$ cat src/plb_pkg.sv
// Package with register map, field layout and timing constants of the logic block set.
package plb_pkg;
	// ==========================================================
	// Register byte offsets
	localparam logic [7:0] PLB_GIN_OFF  = 8'h00;
	localparam logic [7:0] PLB_GCON_OFF = 8'h04;
	localparam logic [7:0] PLB_BTAB_OFF = 8'h08;
	localparam logic [7:0] PLB_SFC_OFF  = 8'h0c;
	localparam logic [7:0] PLB_SFP_OFF  = 8'h10;
	localparam logic [7:0] PLB_THR_OFF  = 8'h14;
	localparam logic [7:0] PLB_STAT_OFF = 8'h18;
	localparam logic [7:0] PLB_REM_OFF  = 8'h1c;
	localparam logic [7:0] PLB_HRS_OFF  = 8'h20;
	// ==========================================================
	// Field positions
	localparam int PLB_GIN_GATE  = 0;
	localparam int PLB_GIN_XOR   = 4;
	localparam int PLB_GIN_NOT   = 6;
	localparam int PLB_GIN_BOOL  = 8;
	localparam int PLB_BTAB_POL  = 16;
	localparam int PLB_SFC_SET   = 0;
	localparam int PLB_SFC_RST   = 1;
	localparam int PLB_SFC_EN    = 2;
	localparam int PLB_SFC_INV   = 3;
	localparam int PLB_SFC_RAL   = 4;
	localparam int PLB_SFC_CNT   = 5;
	localparam int PLB_SFC_DIR   = 6;
	localparam int PLB_SFC_TRG   = 7;
	localparam int PLB_SFC_RET   = 8;
	localparam int PLB_SFC_PROT  = 9;
	localparam int PLB_SFC_PROG  = 10;
	localparam int PLB_SFP_LO    = 0;
	localparam int PLB_SFP_HI    = 8;
	localparam int PLB_SFP_BASE  = 16;
	localparam int PLB_STAT_CNT  = 16;
	// ==========================================================
	// Reset values and encodings
	localparam logic [31:0] PLB_ZERO_RST  = 32'h0000_0000;
	localparam logic [1:0]  PLB_BASE_SEC  = 2'h0;
	localparam logic [1:0]  PLB_BASE_MIN  = 2'h1;
	localparam logic [1:0]  PLB_BASE_HR   = 2'h2;
	localparam logic [31:0] PLB_HUND_PER_SEC  = 32'h0000_0064;
	localparam logic [31:0] PLB_SEC_PER_MIN   = 32'h0000_003c;
	localparam logic [31:0] PLB_HUND_PER_MIN  = 32'h0000_1770;
	// ==========================================================
	// Timing
	localparam int PLB_CLK_PERIOD_NS = 10;
	localparam int PLB_HUND_NS       = 10000000;
	localparam int PLB_HUND_CLKS     = PLB_HUND_NS / PLB_CLK_PERIOD_NS;
	localparam int PLB_CYCLE_CLKS    = 16;
	localparam int PLB_HUND_PER_SECI = 100;
	localparam int PLB_TIME_W        = 27;
	localparam int PLB_CNT_W         = 16;
endpackage

$ cat src/plb_logic.sv
// Basic logic gates, truth-table block and one generic special function behind classic Wishbone.
`timescale 1ns/1ps

// Behaviour
// - Edge NAND fires when all-high turns low.
// - Edge NAND pulse lasts one cycle only.
// - Unused edge NAND inputs count as one.
// - OR high when any input high.
// - NOR high only when all inputs low.
// - XOR high when two inputs differ.
// - Inverter outputs the complement of input.
// - Truth table has sixteen configurable entries.
// - Unconnected truth-table inputs read as zero.
// - Polarity option inverts truth-table output.
// - Writable entries follow the connected inputs.
// - Set input drives the output high.
// - Reset overrides everything and clears latch, count and output.
// - Enable low freezes the special function.
// - Invert input flips the block output.
// - Reset-all clears latch, count, timer and output; the hours counter keeps its value.
// - Count pulses, direction picks up/down.
// - Time base selects field units.
// - Timer deviation stays within tolerance.
// - Retentive state survives power loss.
// - Hours counter keeps its value except at rstn reset, which clears it.
// - Protection hides parameters outside programming mode.
module plb_logic #(
	parameter int CYCLE_CLKS = plb_pkg::PLB_CYCLE_CLKS,
	parameter int HUND_CLKS  = plb_pkg::PLB_HUND_CLKS
) (
	// Clock and reset
	input  wire logic        clock,
	input  wire logic        rstn,
	// Wishbone slave
	input  wire logic        wb_cyc_i,
	input  wire logic        wb_stb_i,
	input  wire logic        wb_we_i,
	input  wire logic [7:0]  wb_adr_i,
	input  wire logic [3:0]  wb_sel_i,
	input  wire logic [31:0] wb_dat_i,
	output logic      [31:0] wb_dat_o,
	output logic             wb_ack_o,
	// Power loss indication from the supply monitor
	input  wire logic        pwr_loss,
	// Block outputs
	output logic             q_nand_edge,
	output logic             q_or,
	output logic             q_nor,
	output logic             q_xor,
	output logic             q_not,
	output logic             q_bool,
	output logic             q_sf
);
	import plb_pkg::*;

	// ==========================================================
	// State
	typedef struct packed {
		logic                  pl_s1;
		logic                  pl_s2;
		logic [15:0]           cyc_cnt;
		logic [31:0]           hund_cnt;
		logic                  ack;
		logic [31:0]           rdat;
		logic [11:0]           gin;
		logic [11:0]           gcon;
		logic [15:0]           tab;
		logic                  pol;
		logic [10:0]           sfc;
		logic [17:0]           par;
		logic [15:0]           thr;
		logic                  prev_all;
		logic                  nand_e;
		logic                  q_or;
		logic                  q_nor;
		logic                  q_xor;
		logic                  q_not;
		logic                  q_bool;
		logic                  cnt_prev;
		logic                  trg_prev;
		logic                  latch;
		logic [PLB_CNT_W-1:0]  count;
		logic [PLB_TIME_W-1:0] remain;
		logic                  q_sf;
		logic [6:0]            hrs_frac;
		logic [31:0]           hrs;
	} plb_state_t;

	plb_state_t st_r;
	plb_state_t st_nxt;

	// ==========================================================
	// Helpers
	function automatic logic [31:0] plb_time_hund(input logic [1:0] base, input logic [7:0] hi,
		input logic [7:0] lo);
		logic [31:0] h32;
		logic [31:0] l32;
		h32 = {24'h000000, hi};
		l32 = {24'h000000, lo};
		case (base)
			PLB_BASE_SEC: plb_time_hund = h32 * PLB_HUND_PER_SEC + l32;
			PLB_BASE_MIN: plb_time_hund = (h32 * PLB_SEC_PER_MIN + l32) * PLB_HUND_PER_SEC;
			PLB_BASE_HR:  plb_time_hund = (h32 * PLB_SEC_PER_MIN + l32) * PLB_HUND_PER_MIN;
			default:      plb_time_hund = 32'h0000_0000;
		endcase
	endfunction

	function automatic logic [31:0] plb_merge(input logic [31:0] old, input logic [31:0] nw,
		input logic [3:0] sel);
		logic [31:0] m;
		m = old;
		for (int i = 0; i < 4; i++) begin
			if (sel[i]) begin
				m[i*8 +: 8] = nw[i*8 +: 8];
			end
		end
		plb_merge = m;
	endfunction

	// ==========================================================
	// Combinational next state
	logic        req;
	logic        hidden;
	logic        tick;
	logic        hund;
	logic [3:0]  nand_in;
	logic [3:0]  or_in;
	logic [1:0]  xor_in;
	logic [3:0]  b_idx;
	logic [15:0] tab_wmask;
	logic [31:0] wv;
	logic        sf_clear;
	logic        q_raw;
	logic        en;

	always_comb begin
		st_nxt = st_r;
		wv = 32'h0000_0000;
		req = wb_cyc_i && wb_stb_i && !st_r.ack;
		// Protected parameters stay invisible unless programming mode is selected.
		hidden = st_r.sfc[PLB_SFC_PROT] && !st_r.sfc[PLB_SFC_PROG];
		tick = (st_r.cyc_cnt == 16'(CYCLE_CLKS - 1));
		// The 10 ms base comes from an exact but free-running divider, so the timer can lose up to one 10 ms step besides the clock error.
		hund = (st_r.hund_cnt == 32'(HUND_CLKS - 1));
		en = st_r.sfc[PLB_SFC_EN];

		st_nxt.pl_s1 = pwr_loss;
		st_nxt.pl_s2 = st_r.pl_s1;
		st_nxt.cyc_cnt = tick ? 16'h0000 : st_r.cyc_cnt + 16'h0001;
		st_nxt.hund_cnt = hund ? 32'h0000_0000 : st_r.hund_cnt + 32'h0000_0001;

		// Unused gate inputs are forced to the neutral value of each gate.
		nand_in = st_r.gin[PLB_GIN_GATE +: 4] | ~st_r.gcon[PLB_GIN_GATE +: 4];
		or_in = st_r.gin[PLB_GIN_GATE +: 4] & st_r.gcon[PLB_GIN_GATE +: 4];
		xor_in = st_r.gin[PLB_GIN_XOR +: 2] & st_r.gcon[PLB_GIN_XOR +: 2];
		b_idx = st_r.gin[PLB_GIN_BOOL +: 4] & st_r.gcon[PLB_GIN_BOOL +: 4];
		// An entry is writable only if its index uses no unconnected input.
		for (int i = 0; i < 16; i++) begin
			tab_wmask[i] = ((4'(i) & ~st_r.gcon[PLB_GIN_BOOL +: 4]) == 4'h0)
				&& (st_r.gcon[PLB_GIN_BOOL +: 4] != 4'h0);
		end

		// Wishbone: one registered answer per request after one wait cycle, dropped in the cycle after.
		st_nxt.ack = req;
		if (req && wb_we_i) begin
			wv = plb_merge(32'h0000_0000, wb_dat_i, wb_sel_i);
			case (wb_adr_i)
				PLB_GIN_OFF:  st_nxt.gin = 12'(plb_merge({20'h00000, st_r.gin}, wb_dat_i, wb_sel_i));
				PLB_GCON_OFF: st_nxt.gcon = 12'(plb_merge({20'h00000, st_r.gcon}, wb_dat_i, wb_sel_i));
				PLB_BTAB_OFF: begin
					if (!hidden) begin
						wv = plb_merge({15'h0000, st_r.pol, st_r.tab}, wb_dat_i, wb_sel_i);
						st_nxt.tab = (st_r.tab & ~tab_wmask) | (wv[15:0] & tab_wmask);
						st_nxt.pol = wv[PLB_BTAB_POL];
					end
				end
				PLB_SFC_OFF:  st_nxt.sfc = 11'(plb_merge({21'h000000, st_r.sfc}, wb_dat_i, wb_sel_i));
				PLB_SFP_OFF: begin
					if (!hidden) begin
						st_nxt.par = 18'(plb_merge({14'h0000, st_r.par}, wb_dat_i, wb_sel_i));
					end
				end
				PLB_THR_OFF: begin
					if (!hidden) begin
						st_nxt.thr = 16'(plb_merge({16'h0000, st_r.thr}, wb_dat_i, wb_sel_i));
					end
				end
				default: st_nxt.gin = st_r.gin;
			endcase
		end
		st_nxt.rdat = 32'h0000_0000;
		if (req && !wb_we_i) begin
			case (wb_adr_i)
				PLB_GIN_OFF:  st_nxt.rdat = {20'h00000, st_r.gin};
				PLB_GCON_OFF: st_nxt.rdat = {20'h00000, st_r.gcon};
				PLB_BTAB_OFF: st_nxt.rdat = hidden ? 32'h0000_0000 : {15'h0000, st_r.pol, st_r.tab};
				PLB_SFC_OFF:  st_nxt.rdat = {21'h000000, st_r.sfc};
				PLB_SFP_OFF:  st_nxt.rdat = hidden ? 32'h0000_0000 : {14'h0000, st_r.par};
				PLB_THR_OFF:  st_nxt.rdat = hidden ? 32'h0000_0000 : {16'h0000, st_r.thr};
				PLB_STAT_OFF: st_nxt.rdat = {st_r.count, 8'h00, 1'b0, st_r.q_sf, st_r.q_bool, st_r.q_not,
					st_r.q_xor, st_r.q_nor, st_r.q_or, st_r.nand_e};
				PLB_REM_OFF:  st_nxt.rdat = {5'h00, st_r.remain};
				PLB_HRS_OFF:  st_nxt.rdat = st_r.hrs;
				default:      st_nxt.rdat = 32'h0000_0000;
			endcase
		end

		// Gates advance once per program cycle.
		if (tick) begin
			st_nxt.prev_all = &nand_in;
			// Firing needs all-high last cycle, so the cycle after a pulse is always low.
			st_nxt.nand_e = st_r.prev_all && !(&nand_in);
			st_nxt.q_or = |or_in;
			st_nxt.q_nor = ~(|or_in);
			st_nxt.q_xor = xor_in[0] ^ xor_in[1];
			st_nxt.q_not = ~st_r.gin[PLB_GIN_NOT];
			st_nxt.q_bool = st_r.tab[b_idx] ^ st_r.pol;
		end

		// Special function: latch, up/down counter and a one-shot timer.
		q_raw = st_r.latch || (st_r.count >= st_r.thr);
		if (tick) begin
			st_nxt.cnt_prev = st_r.sfc[PLB_SFC_CNT];
			st_nxt.trg_prev = st_r.sfc[PLB_SFC_TRG];
			if (st_r.sfc[PLB_SFC_RST]) begin
				st_nxt.latch = 1'b0;
				st_nxt.count = '0;
				st_nxt.q_sf = 1'b0;
			end else if (en) begin
				if (st_r.sfc[PLB_SFC_SET]) begin
					st_nxt.latch = 1'b1;
				end
				if (st_r.sfc[PLB_SFC_CNT] && !st_r.cnt_prev) begin
					st_nxt.count = st_r.sfc[PLB_SFC_DIR] ? st_r.count - PLB_CNT_W'(1) : st_r.count + PLB_CNT_W'(1);
				end
				if (st_r.sfc[PLB_SFC_TRG] && !st_r.trg_prev) begin
					st_nxt.remain = PLB_TIME_W'(plb_time_hund(st_r.par[PLB_SFP_BASE +: 2], st_r.par[PLB_SFP_HI +: 8],
						st_r.par[PLB_SFP_LO +: 8]));
				end
				st_nxt.q_sf = (q_raw || st_r.sfc[PLB_SFC_SET]) ^ st_r.sfc[PLB_SFC_INV];
			end
		end
		if (hund && en && !st_r.sfc[PLB_SFC_RST] && st_r.remain != '0 && !(tick && st_nxt.remain != st_r.remain)) begin
			st_nxt.remain = st_r.remain - PLB_TIME_W'(1);
		end

		// Hours counter runs while the output is on and is never cleared by power loss.
		if (hund && st_r.q_sf) begin
			st_nxt.hrs_frac = (st_r.hrs_frac == 7'(PLB_HUND_PER_SECI - 1)) ? 7'h00 : st_r.hrs_frac + 7'h01;
			if (st_r.hrs_frac == 7'(PLB_HUND_PER_SECI - 1)) begin
				st_nxt.hrs = st_r.hrs + 32'h0000_0001;
			end
		end

		// A power loss wipes volatile state unless the function is set retentive.
		sf_clear = st_r.sfc[PLB_SFC_RAL] || (st_r.pl_s2 && !st_r.sfc[PLB_SFC_RET]);
		if (sf_clear) begin
			st_nxt.latch = 1'b0;
			st_nxt.count = '0;
			st_nxt.remain = '0;
			st_nxt.q_sf = 1'b0;
			st_nxt.cnt_prev = 1'b0;
			st_nxt.trg_prev = 1'b0;
		end
	end

	always_ff @(posedge clock) begin
		if (!rstn) begin
			st_r <= '0;
		end else begin
			st_r <= st_nxt;
		end
	end

	// ==========================================================
	// Outputs
	assign wb_ack_o    = st_r.ack;
	assign wb_dat_o    = st_r.rdat;
	assign q_nand_edge = st_r.nand_e;
	assign q_or        = st_r.q_or;
	assign q_nor       = st_r.q_nor;
	assign q_xor       = st_r.q_xor;
	assign q_not       = st_r.q_not;
	assign q_bool      = st_r.q_bool;
	assign q_sf        = st_r.q_sf;

	logic past_tick;
	always_ff @(posedge clock) begin
		if (!rstn) begin
			past_tick <= 1'b0;
		end else begin
			past_tick <= tick;
		end
	end
endmodule

$ cat config.mk
export PLATFORM = sky130hd
export DESIGN_NAME = plb_logic
export DESIGN_NICKNAME = d
export VERILOG_FILES = /design/src/plb_pkg.sv /design/src/plb_logic.sv
export SDC_FILE = /design/constraint.sdc
export NUM_CORES = 1
export LEC_CHECK = 0
export BUFFER_PORTS_ARGS = -buffer_cell sky130_fd_sc_hd__buf_4
export CAP_MARGIN = 10
export CORE_MARGIN = 10
export CORE_UTILIZATION = 40
export DETAILED_ROUTE_END_ITERATION = 6
export MAX_ROUTING_LAYER = met4
export PLACE_DENSITY_LB_ADDON = 0.2
export SLEW_MARGIN = 25
export SYNTH_ARGS = -nofsm -noshare
export SYNTH_HDL_FRONTEND = slang
export SYNTH_SLANG_ARGS = --single-unit
export TNS_END_PERCENT = 30
$ cat constraint.sdc
create_clock -name clock -period 17.33 [get_ports clock]
set_clock_uncertainty 0.15 [all_clocks]
set_input_delay 3.466 -clock clock [delete_from_list [all_inputs] [get_ports clock]]
set_output_delay 3.466 -clock clock [all_outputs]
set_load 0.02 [all_outputs]
==> qor.txt, run 1 <==
Outcome: complete, no violations
Largest Register: st_r
Synth Flop Type: dfxtp_1
Clock-pin slew on the worst setup and hold paths: 0.07 ns
Cell count after placement: 3171
Max reg flops: 204
DP HPWL: 49490 um
Hold crit path type: reg2reg
Hold_buf cts: 0
Util after Layout: 44.03%
Arrival time worst endpoint: 11.74 ns
Postcts setup bufs: 0
Design Area, Final: 0.02323 sq mm
Slew headroom: 26.17%
Final min period: 11.45 ns
Via count: 18580
Syn Inst Count: 2539
Initial antenna violation count: 0
Initial core utilization: 40.59%
Netlist cell types: 101
IO buf count: 74
Fin crit share: 66.09%
Die Ht: 251.4 um
WL final: 64230 um
Final #Nets: 2840
CTS sink count: 262
Setup CP Type: reg2reg
Yosys Warn Count: 0
Die Area: 0.06320 sq mm
Pleak: 9.766 nW
Final slew viol count: 0
Final hold vios: 0
Clock Path Buffers: 3
CP max stage cell: nor2_1
Total GRT Usage: 20.31%
Critical Path RT: 17.62 ns
Register area share after synthesis: 24.49%
DRT Pass-1 Iters: 7
Worst slew pin tran: 1.104 ns
CTS Buf Count: 27
Placed inst area: 0.02228 sq mm
Sum Neg Setup Slack: 0 ns
H-tree levels: 1
Share of cells above drive strength 1: 7.975%
Area delta synth->final: 8.465%
Count of non-filler cells in the finished layout: 3221
Core region area: 0.05276 sq mm
GP Congestion: 0.9245
Total power: 1.258 mW
Largest net degree at the start of global routing: 84
Unrepaired setup endpoints after global routing: false
Pwr dens: 54.16 mW/mm^2
Smallest hold slack: 0.2938 ns
Critical Path Max Stage Delay: 0.77 ns
First-pass GRT wire length: 101600 um
PnR worst setup slack: 5.877 ns
Synth Register Bits: 262
Total gr overflow: 0
Avg Cell Area, Syn: 8.436 sq um
Worst slack, placed: 6.110 ns
FP Rows: 84
TritonCTS clock tree: yes
DRT antenna net count: 0
Critical path peak fanout: 29
Post-CTS Resized: 0
Worst IR drop on VDD: 0.06835 mV
Die width: 251.4 um
Ant. Diodes: 0
Remaining DRCs: 0
Clock latency on the worst-skew pair: 0.57 ns
DR vias/cell: 5.767
CTS Root Cell: clkbuf_16
Async set-reset flop share out of synthesis: 0%
Post-synth EDFFs: 0
Setup violators final: 0
Startpoint Class: flip-flop
Mapped Nets: 2867
Crit end category: flip-flop
Cell Area, Synth: 0.02142 sq mm
Vias in the first global route: 17980
# fillers: 5223
Detailed Route Iter0 Violations: 1799
Max Cap Viol: 0
# IOs: 90
F_max: 87.32 MHz
DR WL/cell: 19.94 um
where the power goes:
group	total (mW)	switching [mW]	internal (mW)
clock network	0.622	0.257	0.366
registers	0.605	0.00124	0.604
logic	0.0310	0.0195	0.0115
total	1.26	0.277	0.981
cells in the final DEF, fill, tap and decap left out, types with 50 or more instances in the layout:
master and n:
dfxtp_1 262, inv_1 232, nor2_1 201, ha_1 189, nand2_1 180, nand3_1 113
buf_4 92, fa_1 89, xnor2_1 85, a21oi_1 77, nor2b_1 71, o21ai_0 60
mux2i_1 57, xor2_1 56, a21boi_0 51, and3_1 50
kinds of logic after synthesis:
logic type / share of synthesized area, %
AO/OA/AOI/OAI: 18.45
XOR/XNOR: 5.807
adder cells (fa/ha/maj): 19.36
buffers and inverters: 7.477
flip-flops: 24.49
multiplexers: 3.400
AND/OR/NAND/NOR: 21.01
worst paths after layout:
check	cells after the start	slack, ns	to	from
hold reg to reg	1	0.29	st_r[260]	st_nxt[260]
setup / recovery	35	5.88	st_r[61]	st_r[120]
setup reg to reg	35	5.88	st_r[61]	st_r[120]
hold / removal	1	0.29	st_r[260]	st_nxt[260]
routing by layer:
metal,track usage (%),share of wire (%),routed length [um]
met5,-,0,0
met4,3.947,1.9,1247
met3,2.249,5.4,3457
met2,32.31,46,29400
met1,27.54,47,30120
cells in the mapped netlist, types with 27 or more instances:
| cell | number | share of area [%] |
|---|---|---|
| a21boi_0 | 51 | 1.8 |
| a21o_1 | 36 | 1.3 |
| a21oi_1 | 77 | 1.8 |
| a222oi_1 | 41 | 1.9 |
| a22oi_1 | 37 | 1.3 |
| and2_1 | 47 | 1.4 |
| and3_1 | 50 | 1.5 |
| buf_4 | 35 | 1.2 |
| clkbuf_1 | 96 | 1.7 |
| dfxtp_1 | 262 | 24 |
| fa_1 | 89 | 8.3 |
| ha_1 | 189 | 11 |
| inv_1 | 232 | 4.1 |
| mux2i_1 | 57 | 2.7 |
| nand2_1 | 180 | 3.2 |
| nand2b_1 | 28 | 0.82 |
| nand3_1 | 113 | 2.6 |
| nand4_1 | 30 | 0.88 |
| nor2_1 | 202 | 3.5 |
| nor2b_1 | 71 | 2.1 |
| nor3_1 | 40 | 0.93 |
| o21a_1 | 27 | 0.95 |
| o21ai_0 | 60 | 1.4 |
| xnor2_1 | 85 | 3.5 |
| xor2_1 | 57 | 2.3 |
critical path, delay by kind of cell, from the launching register on:
family / cells / cell delay, ns
flops: 1 / 0.61
fa+ha+maj: 9 / 4.06
xor+xnor: 1 / 0.18
simple gates: 5 / 2.12
buf+inv: 5 / 0.40
compound gates: 15 / 3.79
cell type report:
type / instances / area, sq um / area share [%]
clock buffer: 38 / 797.0 / 3.431
multi-input combinational: 1896 / 14610 / 62.91
timing repair buffer: 92 / 690.7 / 2.973
tap: 688 / 860.8 / 3.706
clock inverter: 12 / 148.9 / 0.6409
inverter: 233 / 874.6 / 3.765
sequential: 262 / 5245 / 22.58
Power figures use the tool's default switching activity.
==> run 2, diff against run 1 <==
==> constraint.sdc (replaced) <==
create_clock -name clock -period 10.2 [get_ports clock]
set_clock_uncertainty 0.15 [all_clocks]
set_input_delay 2.04 -clock clock [delete_from_list [all_inputs] [get_ports clock]]
set_output_delay 2.04 -clock clock [all_outputs]
set_load 0.02 [all_outputs]
==> run 2 against run 1 <==
  * Non-clock buffer count grew 41
  * Power grew 80%
  * Sequential share of layout area shrank 0.53 points
  * Largest cell class unchanged
  * Highest routed layer unchanged
==> qor.txt, run 2 (synthesis gave the netlist of run 1 again) <==
Outcome: complete, no violations
Pleak: 10.06 nW (+3.0%)
Startpoint Class: flip-flop
Total GRT Usage: 20.51% (+0.20 points)
CTS sink count: 262 (unchanged)
Clock-pin slew on the worst setup and hold paths: 0.07 ns (about the same)
Core region area: 0.05276 sq mm (unchanged)
Unrepaired setup endpoints after global routing: true
Remaining DRCs: 0 (unchanged)
Final min period: 9.709 ns (-1.744 ns)
Worst slew pin tran: 1.080 ns (-0.02413 ns)
DR vias/cell: 5.775 (+0.14%)
Detailed Route Iter0 Violations: 1724 (-4.2%)
Initial antenna violation count: 0 (unchanged)
Die Ht: 251.4 um (unchanged)
# IOs: 90 (unchanged)
FF-to-FF Start: st_r[118]
Area delta synth->final: 11.06%
R2r worst-path depth: 38 (+8.6%)
Max reg flops: 204 (unchanged)
Final hold vios: 0 (unchanged)
Ant. Diodes: 0 (unchanged)
Arrival time worst endpoint: 10.06 ns (-1.68 ns)
Fin crit share: 95.18% (+29 points)
Total gr overflow: 0 (unchanged)
Crit end category: flip-flop
Max Cap Viol: 0 (unchanged)
WL final: 64770 um (+0.84%)
Switching Share: 21.69% (-0.36 points)
Clock power frac: 52.2% (+2.7 points)
Critical Path Max Stage Delay: 0.53 ns (-0.24 ns)
CP max stage cell: fa_1
Die width: 251.4 um (unchanged)
Setup violators final: 0 (unchanged)
Util after Layout: 45.09% (+1.1 points)
Sum Neg Setup Slack: 0 ns (unchanged)
Most used cell, CP: fa_1
Largest Register: st_r
H-tree levels: 1 (unchanged)
Slew headroom: 27.48% (+1.3 points)
Via count: 18850 (+1.4%)
DR WL/cell: 19.85 um (-0.46%)
Largest net degree at the start of global routing: 115 (+37%)
Critical path peak fanout: 6 (-79%)
DRT antenna net count: 0 (unchanged)
Clock latency on the worst-skew pair: 0.57 ns (about the same)
PnR worst setup slack: 0.4913 ns (-5.386 ns)
Hold depth: 1 (unchanged)
F_max: 103.0 MHz (+18%)
Most frequent cells in the layout: dfxtp_1 (262), inv_1 (232), nor2_1 (199)
Comb power frac: 2.3% (-0.2 points)
Clock Path Buffers: 3 (unchanged)
CTS Root Cell: clkbuf_16
GP Congestion: 0.9533 (+3.1%)
Die Area: 0.06320 sq mm (unchanged)
Pint: 1.769 mW (+80%)
Hold path startpoint: st_nxt[260]
Part of the power in registers: 45.5% (-2.6 points)
FP Rows: 84 (unchanged)
Worst path bufs/invs: 9 (+4)
Share of cells above drive strength 1: 10.21% (+2.2 points)
Critical Path Start: st_r[118]
DRT Pass-1 Iters: 6 (-1)
DP HPWL: 50040 um (+1.1%)
Design Area, Final: 0.02379 sq mm (+2.4%)
Pwr dens: 94.98 mW/mm^2 (+75%)
Worst IR drop on VDD: 0.1159 mV (+70%)
TritonCTS clock tree: yes
Hold crit path type: reg2reg
Delay-heaviest family, CP: adder cells
IO buf count: 74 (unchanged)
Final #Nets: 2882 (+1.5%)
Initial core utilization: 40.59% (unchanged)
Vias in the first global route: 18620 (+3.5%)
Critical Path RT: 10.55 ns (-7.07 ns)
Placed inst area: 0.02260 sq mm (+1.4%)
Total stage count of the critical path: 38 (+8.6%)
Setup CP Type: reg2reg
Final slew viol count: 0 (unchanged)
Worst slack, placed: 0.4257 ns (-5.684 ns)
CTS Buf Count: 28 (+3.7%)
Sw Pwr: 0.4901 mW (+77%)
Total power: 2.259 mW (+80%)
Commonest non-fill, non-tap cell in the layout: dfxtp_1
First-pass GRT wire length: 102900 um (+1.3%)
-- run 2: changes by cell type in the layout (fill, tap and decap cells not counted), sizes merged --
cell / before / now
bufinv: 3 / 8
clkbuf: 38 / 32
clkinvlp: 1 / 4
inv: 233 / 234
buf: 92 / 133
clkinv: 8 / 6
-- run 2: worst paths after layout --
check	endpoint	slack, ns
worst min-delay path	st_r[260]	0.30
worst max-delay path	st_r[53]	0.49
worst min register to register	st_r[260]	0.30
worst max register to register	st_r[53]	0.49
-- run 2: what timing repair did --
action | in CTS | in global routing
buffers inserted | 0 | 2
hold buffers | 0 | 0
endpoints found under the setup margin | 0 | 27
gates resized for setup | 0 | 23
-- run 2: final cells by class --
cell class                 instances  area [sq um]
inverter                         233         874.6
sequential                       262          5245
tap                              688         860.8
clock inverter                    19         327.8
timing repair buffer             133          1023
clock buffer                      32         735.7
fill                            5162         28970
multi-input combinational       1896         14720
-- run 2: per-stage QoR --
step,std cells,hold slack (ns)
global placement,3210,0.2788
finish,3263,0.2970
CTS,3261,0.2989
global route,3263,0.3082
floorplan,2539,0.2619
detailed placement,3210,0.2742
-- run 2: power by group through the flow --
stage | sequential [mW] | clock [mW] | combinational [mW]
floorplan | 1.05 | 0 | 0.0254
global placement | 1.05 | 0 | 0.0517
detailed placement | 1.05 | 0 | 0.0528
CTS | 1.03 | 1.19 | 0.0528
global route | 1.03 | 1.24 | 0.0573
finish | 1.03 | 1.18 | 0.0529
-- run 2: layer usage --
metal | vias up | wire (um) | track usage, %
li1 | 8992 | - | -
met1 | 9159 | 29920 | 27.30
met2 | 574 | 29480 | 32.20
met3 | 120 | 3696 | 2.724
met4 | 0 | 1672 | 5.575
met5 | - | 0 | -
==> run 3, diff against run 2 <==
--- a/config.mk
+++ b/config.mk
@@ -7,6 +7,7 @@
 export LEC_CHECK = 0
 export BUFFER_PORTS_ARGS = -buffer_cell sky130_fd_sc_hd__buf_4
 export CAP_MARGIN = 10
+export CORE_ASPECT_RATIO = 0.7
 export CORE_MARGIN = 10
 export CORE_UTILIZATION = 40
 export DETAILED_ROUTE_END_ITERATION = 6
==> run 3 against run 2 <==
  * The flow now finishes with violations (design-rule violations)
  * Non-clock buffer count grew 15
  * First-iteration DRC count grew 8.2%
  * Wire length grew 6.4%
  * Sequential power is essentially flat
  * Sequential share of layout area is essentially flat
  * Global-route usage grew 1.5 points
  * Die area grew 0.23%
  * Hold slack gained 0.0055 ns
  * Clock power shrank 15%
  * Cell count grew 0.28%
==> qor.txt, run 3 (synthesis gave the netlist of run 1 again) <==
R2R Path End: st_r[53]
# IOs: 90 (unchanged)
Max Cap Viol: 0 (unchanged)
Detailed Route Iter0 Violations: 1866 (+8.2%)
Hold_buf cts: 0 (unchanged)
Clock power frac: 48.1% (-4.1 points)
Cell count after placement: 3216 (+0.19%)
Die Area: 0.06335 sq mm (+0.23%)
Critical path peak fanout: 6 (unchanged)
Remaining DRCs: 18 (+18)
Grt met2 use: 30.69% (-1.5 points)
WL final: 68940 um (+6.4%)
Most used routing layer in global routing: met1
Max reg flops: 204 (unchanged)
Worst path bufs/invs: 7 (-2)
FP Rows: 70 (-17%)
Hold path startpoint: st_nxt[260]
Final slew viol count: 0 (unchanged)
Setup CP Type: reg2reg
Critical Path RT: 10.55 ns (about the same)
Final hold vios: 0 (unchanged)
Sw Pwr: 0.4712 mW (-3.8%)
DR WL/cell: 21.07 um (+6.2%)
Total GRT Usage: 22.06% (+1.5 points)
DRT Pass-1 Iters: 7 (+1)
Pint: 1.608 mW (-9.1%)
Largest net degree at the start of global routing: 72 (-37%)
Most used cell, CP: fa_1
Total power: 2.079 mW (-8.0%)
DP HPWL: 54520 um (+9.0%)
Ant. Diodes: 0 (unchanged)
Switching Share: 22.66% (+0.97 points)
Hold Path End: st_r[260]
Commonest non-fill, non-tap cell in the layout: dfxtp_1
CTS sink count: 262 (unchanged)
GR Layer Usage met1: 33.23% (+5.9 points)
Worst slew pin tran: 1.035 ns (-0.04415 ns)
Most frequent cells in the layout: dfxtp_1 (260), inv_1 (230), nor2_1 (200)
FF-to-FF Start: st_r[117]
Count of non-filler cells in the finished layout: 3272 (+0.28%)
Initial antenna violation count: 0 (unchanged)
Comb power frac: 2.5% (+0.2 points)
Vias in the first global route: 18210 (-2.2%)
Area delta synth->final: 10.96% (about the same)
Worst slack, placed: 0.07150 ns (-0.3542 ns)
Setup violators final: 0 (unchanged)
IO buf count: 74 (unchanged)
Crit end category: flip-flop
Failing checks: design-rule violations
Sum Neg Setup Slack: 0 ns (unchanged)
TritonCTS clock tree: yes
Slew headroom: 30.72% (+3.2 points)
Worst IR drop on VDD: 0.1028 mV (-11%)
Via count: 18890 (+0.22%)
F_max: 102.1 MHz (-0.88%)
Arrival time worst endpoint: 10.15 ns (+0.09 ns)
Largest Register: st_r
Critical Path Start: st_r[117]
Die Ht: 213.6 um (-15%)
Clock Path Buffers: 3 (unchanged)
Placed inst area: 0.02269 sq mm (+0.39%)
Clock-pin slew on the worst setup and hold paths: 0.06 ns (about the same)
DRT antenna net count: 0 (unchanged)
Pleak: 10.04 nW (-0.18%)
First-pass GRT wire length: 107400 um (+4.3%)
CTS Root Cell: clkbuf_16
Final #Nets: 2896 (+0.49%)
Fin crit share: 96.02% (+0.84 points)
Hold depth: 1 (unchanged)
Startpoint Class: flip-flop
Reg-to-reg slack, setup: 0.41 ns (-0.09 ns)
Final min period: 9.794 ns (+0.08576 ns)
Design Area, Final: 0.02377 sq mm (about the same)
Core region area: 0.05255 sq mm (-0.40%)
Critical Path Max Stage Delay: 0.58 ns (+0.05 ns)
Share of cells above drive strength 1: 10.51% (+0.30 points)
Total stage count of the critical path: 36 (-5.3%)
Delay-heaviest family, CP: adder cells
Outcome: complete, but fails checks
Part of the power in registers: 49.4% (+3.9 points)
Met3 usage: 4.257% (+1.5 points)
R2r worst-path depth: 36 (-5.3%)
Pwr dens: 87.49 mW/mm^2 (-7.9%)
CP max stage cell: fa_1
Clock latency on the worst-skew pair: 0.57 ns (about the same)
CTS Buf Count: 27 (-3.6%)
# fillers: 5105 (-1.1%)
Total gr overflow: 0 (unchanged)
H-tree levels: 1 (unchanged)
Hold crit path type: reg2reg
Die width: 296.6 um (+18%)
PnR worst setup slack: 0.4056 ns (-0.08576 ns)
DR vias/cell: 5.772 (about the same)
Initial core utilization: 40.76% (+0.16 points)
GP Congestion: 0.9403 (-1.4%)
==> run 3: changes by cell type in the layout (fill, tap and decap cells not counted), moves of 3 or more <==
| cell | delta |
|---|---|
| buf_4 | +10 |
| clkinvlp_4 | -4 |
| bufinv_16 | -6 |
| clkbuf_1 | +8 |
| buf_12 | +3 |
==> run 3: metal layers <==
| metal | share of wire, % | wire length [um] |
|---|---|---|
| met1 | 51 | 34860 |
| met2 | 40 | 27800 |
| met3 | 8.2 | 5680 |
| met4 | 0.87 | 603 |
| met5 | 0 | 0 |
==> run 3: power groups by stage <==
stage,Combinational (mW),Sequential (mW),Clock [mW]
2_1_floorplan,0.0254,1.05,0
3_3_place_gp,0.0510,1.05,0
3_5_place_dp,0.0519,1.05,0
4_1_cts,0.0521,1.03,1.02
5_1_grt,0.0563,1.03,1.06
6_report,0.0526,1.03,0.999
==> run 3: worst max-delay path by stage <==
stage / to / slack [ns]
4_1_cts: st_r[53] / 0.03
3_3_place_gp: st_r[53] / 0.35
2_1_floorplan: st_r[64] / 0.95
3_5_place_dp: st_r[53] / 0.07
6_report: st_r[53] / 0.41
5_1_grt: st_r[53] / -0.06
==> run 3: area by class of cell <==
cell class | count | area (sq um) | share of cell area, %
sequential | 262 | 5250 | 22.09
multi-input combinational | 1896 | 14740 | 62.04
timing repair buffer | 148 | 1181 | 4.970
clock inverter | 9 | 106.4 | 0.4475
tap | 684 | 855.8 | 3.601
clock buffer | 40 | 754.5 | 3.175
inverter | 233 | 874.6 | 3.680
==> run 3: timing repair <==
item	CTS	global route
gates resized for setup	0	33
endpoints found under the hold margin	0	0
buffers inserted	0	7
setup endpoints to repair	0	27
==> run 3: metrics by stage <==
stage	hold slack [ns]	util (%)
6_report	0.3026	45.23
3_5_place_dp	0.2753	43.17
2_1_floorplan	0.2619	-
5_1_grt	0.3106	45.23
4_1_cts	0.3024	44.81
3_3_place_gp	0.2728	43.16
==> run 3: worst reg2reg max path: cells and delay by family, from the launching register on <==
| kind | cells | cell delay [ns] |
|---|---|---|
| xor gates and xnor gates | 2 | 0.31 |
| and+or+nand+nor | 4 | 0.94 |
| AOI/OAI and AO/OA | 14 | 3.13 |
| buffers and inverters | 7 | 0.81 |
| DFF | 1 | 0.34 |
| adders and majority gates | 9 | 4.06 |
